<file path="src/rte_regs.vh">
// Register offsets, field positions, reset values and timing counts
`ifndef RTE_REGS_VH
`define RTE_REGS_VH
// Register offsets, byte addresses on the register port
`define RTE_OFS_MODE 8'h00
`define RTE_OFS_ADC_MODE 8'h04
`define RTE_OFS_CHARGE 8'h08
`define RTE_OFS_SETTLE 8'h0c
`define RTE_OFS_OVERSAMPLE 8'h10
`define RTE_OFS_RZTHRESH 8'h14
`define RTE_OFS_RAW 8'h18
`define RTE_OFS_SCREEN 8'h1c
`define RTE_OFS_TAG 8'h20
`define RTE_OFS_TAG_POS 8'h24
`define RTE_OFS_RZ 8'h28
`define RTE_OFS_DIRECT_POS 8'h2c
`define RTE_OFS_DIRECT_Z 8'h30
`define RTE_OFS_MAT_A 8'h34
// Sampling modes
`define RTE_MODE_STOPPED 2'h0
`define RTE_MODE_SINGLE 2'h1
`define RTE_MODE_FRAME 2'h2
`define RTE_MODE_CONT 2'h3
// Reset values
`define RTE_RST_CHARGE 16'h0bb8
`define RTE_RST_SETTLE 4'h3
`define RTE_RST_OVERSAMPLE 4'h7
`define RTE_RST_RZTHRESH 16'hffff
`define RTE_RST_MAT_ONE 32'h00010000
// Not-pressed values
`define RTE_RAW_NONE 32'hffffffff
`define RTE_SCR_NONE 32'h80008000
`define RTE_RZ_NONE 16'h7fff
// Direct register fields
`define RTE_DIR_FLAG 31
`define RTE_DIR_HI_MSB 25
`define RTE_DIR_HI_LSB 16
// One charge unit is 100 ns
`define RTE_CHARGE_UNIT_NS 100
`define RTE_CLK_PERIOD_NS 5
`define RTE_CHARGE_CYC (`RTE_CHARGE_UNIT_NS / `RTE_CLK_PERIOD_NS)
// One settle unit is 20 charge-units of clock
`define RTE_SETTLE_CYC 16'h0190
`endif

</file>
<file path="src/rte_touch_engine.v">
// Resistive touch sensing engine with register port
// Summary of operation
// Raw x and y positions within 0..1023 are reported in raw position register.
// Raw position register reads 0xFFFF per half while not pressed.
// Six written coefficients transform raw positions into screen position register.
// Screen position register holds 0x8000 per half while not pressed.
// While touched, screen point is looked up, 8-bit tag stored.
// Coordinates used for the tag lookup are kept in tag position register.
// Pressure register spans 0 firmest to 32767 with no touch.
// Modes: continuous, single per write, once per frame, stopped.
// ADC mode selects single-ended or differential conversion.
// Panel driven for charge time before pen detect; default 3000 is 0.3ms.
// No touch reported when resistance exceeds threshold, default 65535.
// Panel driven for settle time before each position sample.
// Oversampling factor sets how many samples are averaged.
// Each 32-bit result register updates whole in one cycle.
// Conversion-done pulse after all result registers are updated; tag and tag position registers update later, on the next frame.
// Direct 10-bit ADC values in two registers with flag bit 31.
// Direct flag is 0 with valid touch, 1 when no touch.
// First direct value in bits 25..16, second in bits 9..0.
`timescale 1ns/1ps
`default_nettype none
`include "rte_regs.vh"
module rte_touch_engine (
	input wire i_clk,
	input wire i_rst,
	input wire i_wr,
	input wire i_rd,
	input wire [7:0] i_addr,
	input wire [31:0] i_wdata,
	output reg [31:0] o_rdata,
	output reg o_rvalid,
	input wire i_frame_start,
	output reg o_panel_drive,
	output reg [1:0] o_adc_chan,
	output reg o_adc_diff,
	output reg o_adc_start,
	input wire i_adc_done,
	input wire [9:0] i_adc_data,
	input wire i_pen_detect,
	output reg o_tag_req,
	output reg [31:0] o_tag_xy,
	input wire i_tag_ack,
	input wire [7:0] i_tag_value,
	output reg o_conversion_done_irq
);
	// Phase codes of the sensing sequencer
	localparam ST_IDLE = 3'h0;
	localparam ST_CHARGE = 3'h1;
	localparam ST_SETTLE = 3'h2;
	localparam ST_CONV = 3'h3;
	localparam ST_WAIT = 3'h4;
	localparam ST_CALC = 3'h5;
	localparam ST_PUBLISH = 3'h6;
	reg [1:0] mode;
	reg adc_mode;
	reg [15:0] charge;
	reg [3:0] settle;
	reg [3:0] oversample;
	reg [15:0] rzthresh;
	reg [31:0] mat [0:5];
	reg [31:0] raw_position_reg;
	reg [31:0] screen_position_reg;
	reg [7:0] tag;
	reg [31:0] tag_lookup_position;
	reg [15:0] press_resistance_reg;
	reg [31:0] touch_direct_position;
	reg [31:0] touch_direct_pressure_pair;
	reg single_pend;
	reg [2:0] state;
	reg [31:0] cnt;
	reg [1:0] chan;
	reg [3:0] nsamp;
	reg [13:0] acc;
	reg [9:0] val [0:3];
	reg pen_s1, pen_s2;
	reg done_s1, done_s2;
	reg [9:0] dat_s1, dat_s2;
	reg done_q;
	reg tag_busy;
	reg [31:0] sx, sy;
	reg [15:0] rz_calc;
	integer k;
	integer j;
	wire adc_event;
	wire touched;
	assign adc_event = done_s2 & ~done_q;
	assign touched = pen_s2 & (rz_calc <= rzthresh);

	// Signed fixed-point transform of one axis, 16.16 coefficients
	function [15:0] rte_xform;
		input [31:0] ca, cb, cc;
		input [9:0] rx, ry;
		reg signed [47:0] s;
		begin
			s = $signed(ca) * $signed({6'h00, rx});
			s = s + $signed(cb) * $signed({6'h00, ry});
			s = s + $signed({{16{cc[31]}}, cc});
			rte_xform = s[31:16];
		end
	endfunction

	// Settle count in clocks; fifteen units still fit in sixteen bits
	function [31:0] rte_settle_cycles;
		input [3:0] units;
		reg [15:0] prod;
		begin
			prod = units * `RTE_SETTLE_CYC;
			rte_settle_cycles = {16'h0000, prod};
		end
	endfunction

	// Mean of oversample+1 readings; the quotient never needs over ten bits
	function [9:0] rte_average;
		input [13:0] sum;
		input [9:0] last;
		input [3:0] extra;
		reg [13:0] quot;
		begin
			quot = (sum + {4'h0, last}) / ({10'h000, extra} + 14'h0001);
			rte_average = quot[9:0];
		end
	endfunction

	// Pins from the panel front end pass two flops
	always @(posedge i_clk or posedge i_rst) begin
		if (i_rst) begin
			pen_s1 <= 1'b0;
			pen_s2 <= 1'b0;
			done_s1 <= 1'b0;
			done_s2 <= 1'b0;
			dat_s1 <= 10'h000;
			dat_s2 <= 10'h000;
			done_q <= 1'b0;
		end else begin
			pen_s1 <= i_pen_detect;
			pen_s2 <= pen_s1;
			done_s1 <= i_adc_done;
			done_s2 <= done_s1;
			dat_s1 <= i_adc_data;
			dat_s2 <= dat_s1;
			done_q <= done_s2;
		end
	end

	// Resistance estimate from x, z1, z2; no-touch value when z1 is zero or z2 is below z1
	always @* begin
		rz_calc = `RTE_RZ_NONE;
		if (val[2] != 10'h000 && val[3] >= val[2]) begin
			rz_calc = {2'h0, val[0][9:6], (val[3] - val[2])};
		end
	end

	// Register port and configuration; writes steer the sequencer
	always @(posedge i_clk or posedge i_rst) begin
		if (i_rst) begin
			mode <= `RTE_MODE_STOPPED;
			adc_mode <= 1'b0;
			charge <= `RTE_RST_CHARGE;
			settle <= `RTE_RST_SETTLE;
			oversample <= `RTE_RST_OVERSAMPLE;
			rzthresh <= `RTE_RST_RZTHRESH;
			for (k = 0; k < 6; k = k + 1) begin
				mat[k] <= (k == 0 || k == 4) ? `RTE_RST_MAT_ONE : 32'h0;
			end
			o_rdata <= 32'h00000000;
			o_rvalid <= 1'b0;
		end else begin
			o_rvalid <= i_rd;
			if (i_wr) begin
				case (i_addr)
				`RTE_OFS_MODE: mode <= i_wdata[1:0];
				`RTE_OFS_ADC_MODE: adc_mode <= i_wdata[0];
				`RTE_OFS_CHARGE: charge <= i_wdata[15:0];
				`RTE_OFS_SETTLE: settle <= i_wdata[3:0];
				`RTE_OFS_OVERSAMPLE: oversample <= i_wdata[3:0];
				`RTE_OFS_RZTHRESH: rzthresh <= i_wdata[15:0];
				default: begin
					for (k = 0; k < 6; k = k + 1) begin
						if (i_addr == `RTE_OFS_MAT_A + k[7:0] * 8'h04)
							mat[k] <= i_wdata;
					end
				end
				endcase
			end
			if (i_rd) begin
				case (i_addr)
				`RTE_OFS_MODE: o_rdata <= {30'h0, mode};
				`RTE_OFS_ADC_MODE: o_rdata <= {31'h0, adc_mode};
				`RTE_OFS_CHARGE: o_rdata <= {16'h0, charge};
				`RTE_OFS_SETTLE: o_rdata <= {28'h0, settle};
				`RTE_OFS_OVERSAMPLE: o_rdata <= {28'h0, oversample};
				`RTE_OFS_RZTHRESH: o_rdata <= {16'h0, rzthresh};
				`RTE_OFS_RAW: o_rdata <= raw_position_reg;
				`RTE_OFS_SCREEN: o_rdata <= screen_position_reg;
				`RTE_OFS_TAG: o_rdata <= {24'h0, tag};
				`RTE_OFS_TAG_POS: o_rdata <= tag_lookup_position;
				`RTE_OFS_RZ: o_rdata <= {16'h0, press_resistance_reg};
				`RTE_OFS_DIRECT_POS: o_rdata <= touch_direct_position;
				`RTE_OFS_DIRECT_Z: o_rdata <= touch_direct_pressure_pair;
				default: begin
					o_rdata <= 32'h00000000; // Unmapped reads zero
					for (k = 0; k < 6; k = k + 1) begin
						if (i_addr == `RTE_OFS_MAT_A + k[7:0] * 8'h04)
							o_rdata <= mat[k];
					end
				end
				endcase
			end
		end
	end

	// Sensing sequencer: charge, settle, convert, accumulate, publish
	always @(posedge i_clk or posedge i_rst) begin
		if (i_rst) begin
			state <= ST_IDLE;
			cnt <= 32'h0;
			chan <= 2'h0;
			nsamp <= 4'h0;
			acc <= 14'h0;
			single_pend <= 1'b0;
			for (j = 0; j < 4; j = j + 1) val[j] <= 10'h000;
			sx <= 32'h0;
			sy <= 32'h0;
			o_panel_drive <= 1'b0;
			o_adc_chan <= 2'h0;
			o_adc_diff <= 1'b0;
			o_adc_start <= 1'b0;
			raw_position_reg <= `RTE_RAW_NONE;
			screen_position_reg <= `RTE_SCR_NONE;
			press_resistance_reg <= `RTE_RZ_NONE;
			touch_direct_position <= 32'h80000000;
			touch_direct_pressure_pair <= 32'h80000000;
			o_conversion_done_irq <= 1'b0;
		end else begin
			o_adc_start <= 1'b0;
			o_conversion_done_irq <= 1'b0;
			o_adc_diff <= adc_mode;
			// A write of single mode arms one sample
			if (i_wr && i_addr == `RTE_OFS_MODE &&
			    i_wdata[1:0] == `RTE_MODE_SINGLE)
				single_pend <= 1'b1;
			case (state)
			ST_IDLE: begin
				o_panel_drive <= 1'b0;
				if (mode == `RTE_MODE_CONT || single_pend ||
				    (mode == `RTE_MODE_FRAME && i_frame_start)) begin
					if (!(i_wr && i_addr == `RTE_OFS_MODE))
						single_pend <= 1'b0;
					o_panel_drive <= 1'b1;
					cnt <= charge * `RTE_CHARGE_CYC;
					state <= ST_CHARGE;
				end
			end
			ST_CHARGE: begin
				if (cnt > 32'h1) begin
					cnt <= cnt - 32'h1;
				end else begin
					chan <= 2'h0;
					cnt <= rte_settle_cycles(settle);
					state <= ST_SETTLE;
				end
			end
			ST_SETTLE: begin
				if (cnt > 32'h1) begin
					cnt <= cnt - 32'h1;
				end else begin
					nsamp <= 4'h0;
					acc <= 14'h0;
					state <= ST_CONV;
				end
			end
			ST_CONV: begin
				o_adc_chan <= chan;
				o_adc_start <= 1'b1;
				state <= ST_WAIT;
			end
			ST_WAIT: begin
				if (adc_event) begin
					// Average over oversample+1 readings
					if (nsamp == oversample) begin
						val[chan] <= rte_average(acc, dat_s2, oversample);
						if (chan == 2'h3) begin
							state <= ST_CALC;
						end else begin
							chan <= chan + 2'h1;
							cnt <= rte_settle_cycles(settle);
							state <= ST_SETTLE;
						end
					end else begin
						acc <= acc + {4'h0, dat_s2};
						nsamp <= nsamp + 4'h1;
						state <= ST_CONV;
					end
				end
			end
			ST_CALC: begin
				o_panel_drive <= 1'b0;
				sx <= {16'h0, rte_xform(mat[0], mat[1], mat[2],
				                        val[0], val[1])};
				sy <= {16'h0, rte_xform(mat[3], mat[4], mat[5],
				                        val[0], val[1])};
				state <= ST_PUBLISH;
			end
			ST_PUBLISH: begin
				// Results change in one cycle; with no touch the direct words only set their flag bit
				if (touched) begin
					raw_position_reg <= {6'h0, val[0], 6'h0, val[1]};
					screen_position_reg <= {sx[15:0], sy[15:0]};
					press_resistance_reg <= rz_calc;
					touch_direct_position <= {6'h00, val[0], 6'h00,
					                          val[1]};
					touch_direct_pressure_pair <= {6'h00, val[2], 6'h00,
					                               val[3]};
				end else begin
					raw_position_reg <= `RTE_RAW_NONE;
					screen_position_reg <= `RTE_SCR_NONE;
					press_resistance_reg <= `RTE_RZ_NONE;
					touch_direct_position[`RTE_DIR_FLAG] <= 1'b1;
					touch_direct_pressure_pair[`RTE_DIR_FLAG] <= 1'b1;
				end
				o_conversion_done_irq <= 1'b1;
				state <= ST_IDLE;
			end
			default: state <= ST_IDLE;
			endcase
		end
	end

	// Tag lookup spans a frame; coordinates used are latched with it
	always @(posedge i_clk or posedge i_rst) begin
		if (i_rst) begin
			tag_busy <= 1'b0;
			o_tag_req <= 1'b0;
			o_tag_xy <= `RTE_SCR_NONE;
			tag_lookup_position <= `RTE_SCR_NONE;
			tag <= 8'h00;
		end else begin
			o_tag_req <= 1'b0;
			if (!tag_busy && i_frame_start &&
			    screen_position_reg != `RTE_SCR_NONE) begin
				tag_busy <= 1'b1;
				o_tag_req <= 1'b1;
				o_tag_xy <= screen_position_reg;
			end else if (tag_busy && i_tag_ack) begin
				tag_busy <= 1'b0;
				tag <= i_tag_value;
				tag_lookup_position <= o_tag_xy;
			end
		end
	end
endmodule // rte_touch_engine
`default_nettype wire

</file>
<file path="config.mk">
export PLATFORM = sky130hd
export DESIGN_NAME = rte_touch_engine
export DESIGN_NICKNAME = d
export VERILOG_FILES = /design/src/rte_touch_engine.v
export VERILOG_INCLUDE_DIRS = /design/src
export SDC_FILE = /design/constraint.sdc
export NUM_CORES = 2
export LEC_CHECK = 0
export BUFFER_PORTS_ARGS = -buffer_cell sky130_fd_sc_hd__buf_2
export CAP_MARGIN = 20
export CORE_MARGIN = 5
export CORE_UTILIZATION = 59
export DETAILED_ROUTE_END_ITERATION = 8
export PLACE_DENSITY = 0.79
export SLEW_MARGIN = 20
export SYNTH_ARGS = -nofsm -noshare
export SYNTH_HDL_FRONTEND = slang
export SYNTH_SLANG_ARGS = --single-unit
export TNS_END_PERCENT = 50
</file>
<file path="constraint.sdc">
create_clock -name i_clk -period 22.6 [get_ports i_clk]
set_input_delay 4.52 -clock i_clk [delete_from_list [all_inputs] [get_ports i_clk]]
set_output_delay 4.52 -clock i_clk [all_outputs]
set_load 0.005 [all_outputs]
</file>
==> flow_summary.yaml <==
finish:
  largest_reg_flops: 192
  fillers: 8335
  drive_gt1_share_pct: 16.6
  reg.largest.list: "mat (192), val (40)"
  fin_nets: 8215
  finalNonFillerCells: 8280
  top_register: "mat"
  layout_commonest_cell: "nand2_1"
  syn_to_final_growth_pct: 10.4
  mostFrequentLayoutCells: "nand2_1 (1,083), inv_1 (1,018), fa_1 (963)"
floorplan:
  die_w_um: 341
  ios: 138
  coreArea_um2: 109000
  rows: 121
  initial_core_util_pct: 59.4
  fp.dieH_um: 341
  fp.dieArea_um2: 116000
sta:
  max_freq_ghz: 0.0445
  fin_skew_ps: 34.6
  tightest_slew_ps: 1240
  slew_violations: 0
  hold_viol: 0
  fin_setup_tns_ps: 0
  fin_ws_ps: 150
  min_period_ps: 22450
  rsz0062_at_grt: "yes"
  fin_hold_ws_ps: 352
  max_slew_margin_pct: 17.3
  fin_crit_sh_pct: 99.3
  setup_violations: 0
global_routing:
  grt_start_max_net_pins: 115
  grt_overflow_total: 0
  first_global_vias: 54700
  antenna_found_initial: 28
  grt_pass1_wl_um: 325000
  grt_util_all_layers_pct: 36.4
logic_synthesis:
  ys_types: 101
  ys.flop_type: "dfrtp_1"
  syn_avg_cell_area_um2: 9.78
  synth.cell_area_um2: 64600
  ys_ff_latch: 609
  synthArstFlopShare_pct: 100
  netlist_instances: 6612
  synth_edf_count: 0
  yosys_warnings: 0
  syn_nets: 8025
  yosysSeqAreaShare_pct: 23.7
worst_hold_path:
  whs_path_depth: 0
  hold_end: "dat_s2[2]$_DFF_PP0_"
  min_path_type: "reg2reg"
  min-delay-start: "dat_s1[2]$_DFF_PP0_"
detailed_routing:
  wl_per_cell_um: 25.2
  drt-pass1-iter-count: 7
  antenna_left: 0
  drtIter0Drc: 5003
  viasPerCell: 6.19
  route.vias.total: 51300
  wirelength_um: 209000
  drc: 0
setup_path:
  worst-setup-path-type: "reg2reg"
  rr_worst_depth: 123
  cp_data_required_time_ps: 23110
  timing.rr.end: "val[30]$_DFFE_PP0P_"
  reg2reg_setup_slack_ps: 150
  cp_slowest_cell: "or4_1"
  critPathTopFamily: "compound AO/OA/AOI/OAI gates"
  cp-end-kind: "flip-flop"
  critPathMaxFanout: 6
  cp_common_cell: "o21a_1"
  max_stage_delay_ps: 560
  critPathBufInv: 6
  start_kind: "flip-flop"
  r2r_start: "acc[0]$_DFFE_PP0P_"
  worstPathArrival_ps: 22960
placed_design:
  place_ws_ps: -771
  place_congestion: 1.00
  io_buffers: 137
  placed_cells: 8083
  hpwl_um: 155000
cts:
  cts_sinks: 609
  clockBufferDepth: 3
  clock_latency_ps: 660
  clk_pin_slew_ps: 60
  htreeDepth: 3
  cts-root-buf: "clkbuf_16"
  numCtsBuffers: 67
  cts_tree: "yes"
status:
  status: "complete, no violations"
job:
  maxCapViolCount: 0
## how the worst max path moves through the flow
stage	slack, ps	cells after the start	end	startpoint
floorplan	10	125	val[10]$_DFFE_PP0P_	acc[8]$_DFFE_PP0P_
global placement	-230	121	val[20]$_DFFE_PP0P_	acc[8]$_DFFE_PP0P_
detailed placement	-770	124	val[20]$_DFFE_PP0P_	acc[0]$_DFFE_PP0P_
CTS	20	121	val[20]$_DFFE_PP0P_	acc[0]$_DFFE_PP0P_
global route	-1000	123	val[30]$_DFFE_PP0P_	acc[8]$_DFFE_PP0P_
finish	150	123	val[30]$_DFFE_PP0P_	acc[0]$_DFFE_PP0P_
## final cells by class
| class | count | area, µm² | share of cell area, % |
|---|---|---|---|
| timing repair buffer | 484 | 3310 | 4.64 |
| antenna | 9 | 22.5 | 0.0316 |
| sequential | 609 | 15400 | 21.5 |
| tap | 1414 | 1770 | 2.48 |
| clock buffer | 95 | 1890 | 2.65 |
| multi-input combinational | 4615 | 44700 | 62.6 |
| inverter | 1025 | 3850 | 5.40 |
| clock inverter | 29 | 460 | 0.645 |
## cells by family (layout without fill, tap and decap cells)
kind of cell    count (synthesis)  count (layout)  share of synthesized area (%)
compound gates                769             769                           8.55
xor+xnor                      177             177                           2.41
fa+ha+maj                    1347            1347                           37.3
buf+inv                      1388            1633                           8.09
flops                         609             609                           23.7
mux                           314             314                           5.48
other cells                     0               9                              0
simple gates                 2008            2008                           14.5
## cells in the mapped netlist, types with 44 or more instances
master	count	share of area [%]
a22oi_1	57	0.66
o21ai_0	166	1.3
a22o_1	76	1.0
nand2_1	1092	6.3
mux2_2	294	5.1
xor2_1	55	0.75
xnor2_1	121	1.6
dfrtp_1	537	21
and2_1	426	4.1
ha_1	383	7.4
nand3_1	49	0.38
o21a_1	44	0.51
clkbuf_1	330	1.9
nor3_1	73	0.57
a21oi_1	85	0.66
fa_1	964	30
inv_1	1024	5.9
nor2_1	167	0.97
dfstp_2	72	2.9
a221oi_1	64	0.87
## metal layers
layer  vias to the layer above  track usage (%)  wire length, µm
li1                      21400                -                -
met2                      3204             54.6            90600
met3                       847             12.4            28400
met5                         -                0              173
met1                     25800             47.5            76600
met4                        26             18.5            13000
## metrics by stage
step                      util, %  cell area (µm²)
after detailed placement     62.6            68100
final                        65.6            71400
after floorplan                 -            64800
after CTS                    65.1            70800
after global routing         65.5            71300
after global placement       62.6            68100
## repair_timing
| item | 4_1_cts | 5_1_grt |
|---|---|---|
| buffers inserted | 30 | 33 |
| hold buffers | 0 | 0 |
| gates resized for setup | 38 | 48 |
| cloned | 0 | 0 |
| pin swaps | 34 | 53 |
| setup endpoints to repair | 4 | 4 |
Power is left out: the tool's default activity adds up to more than one toggle a clock period on the data nets, which glitch-free logic cannot reach.
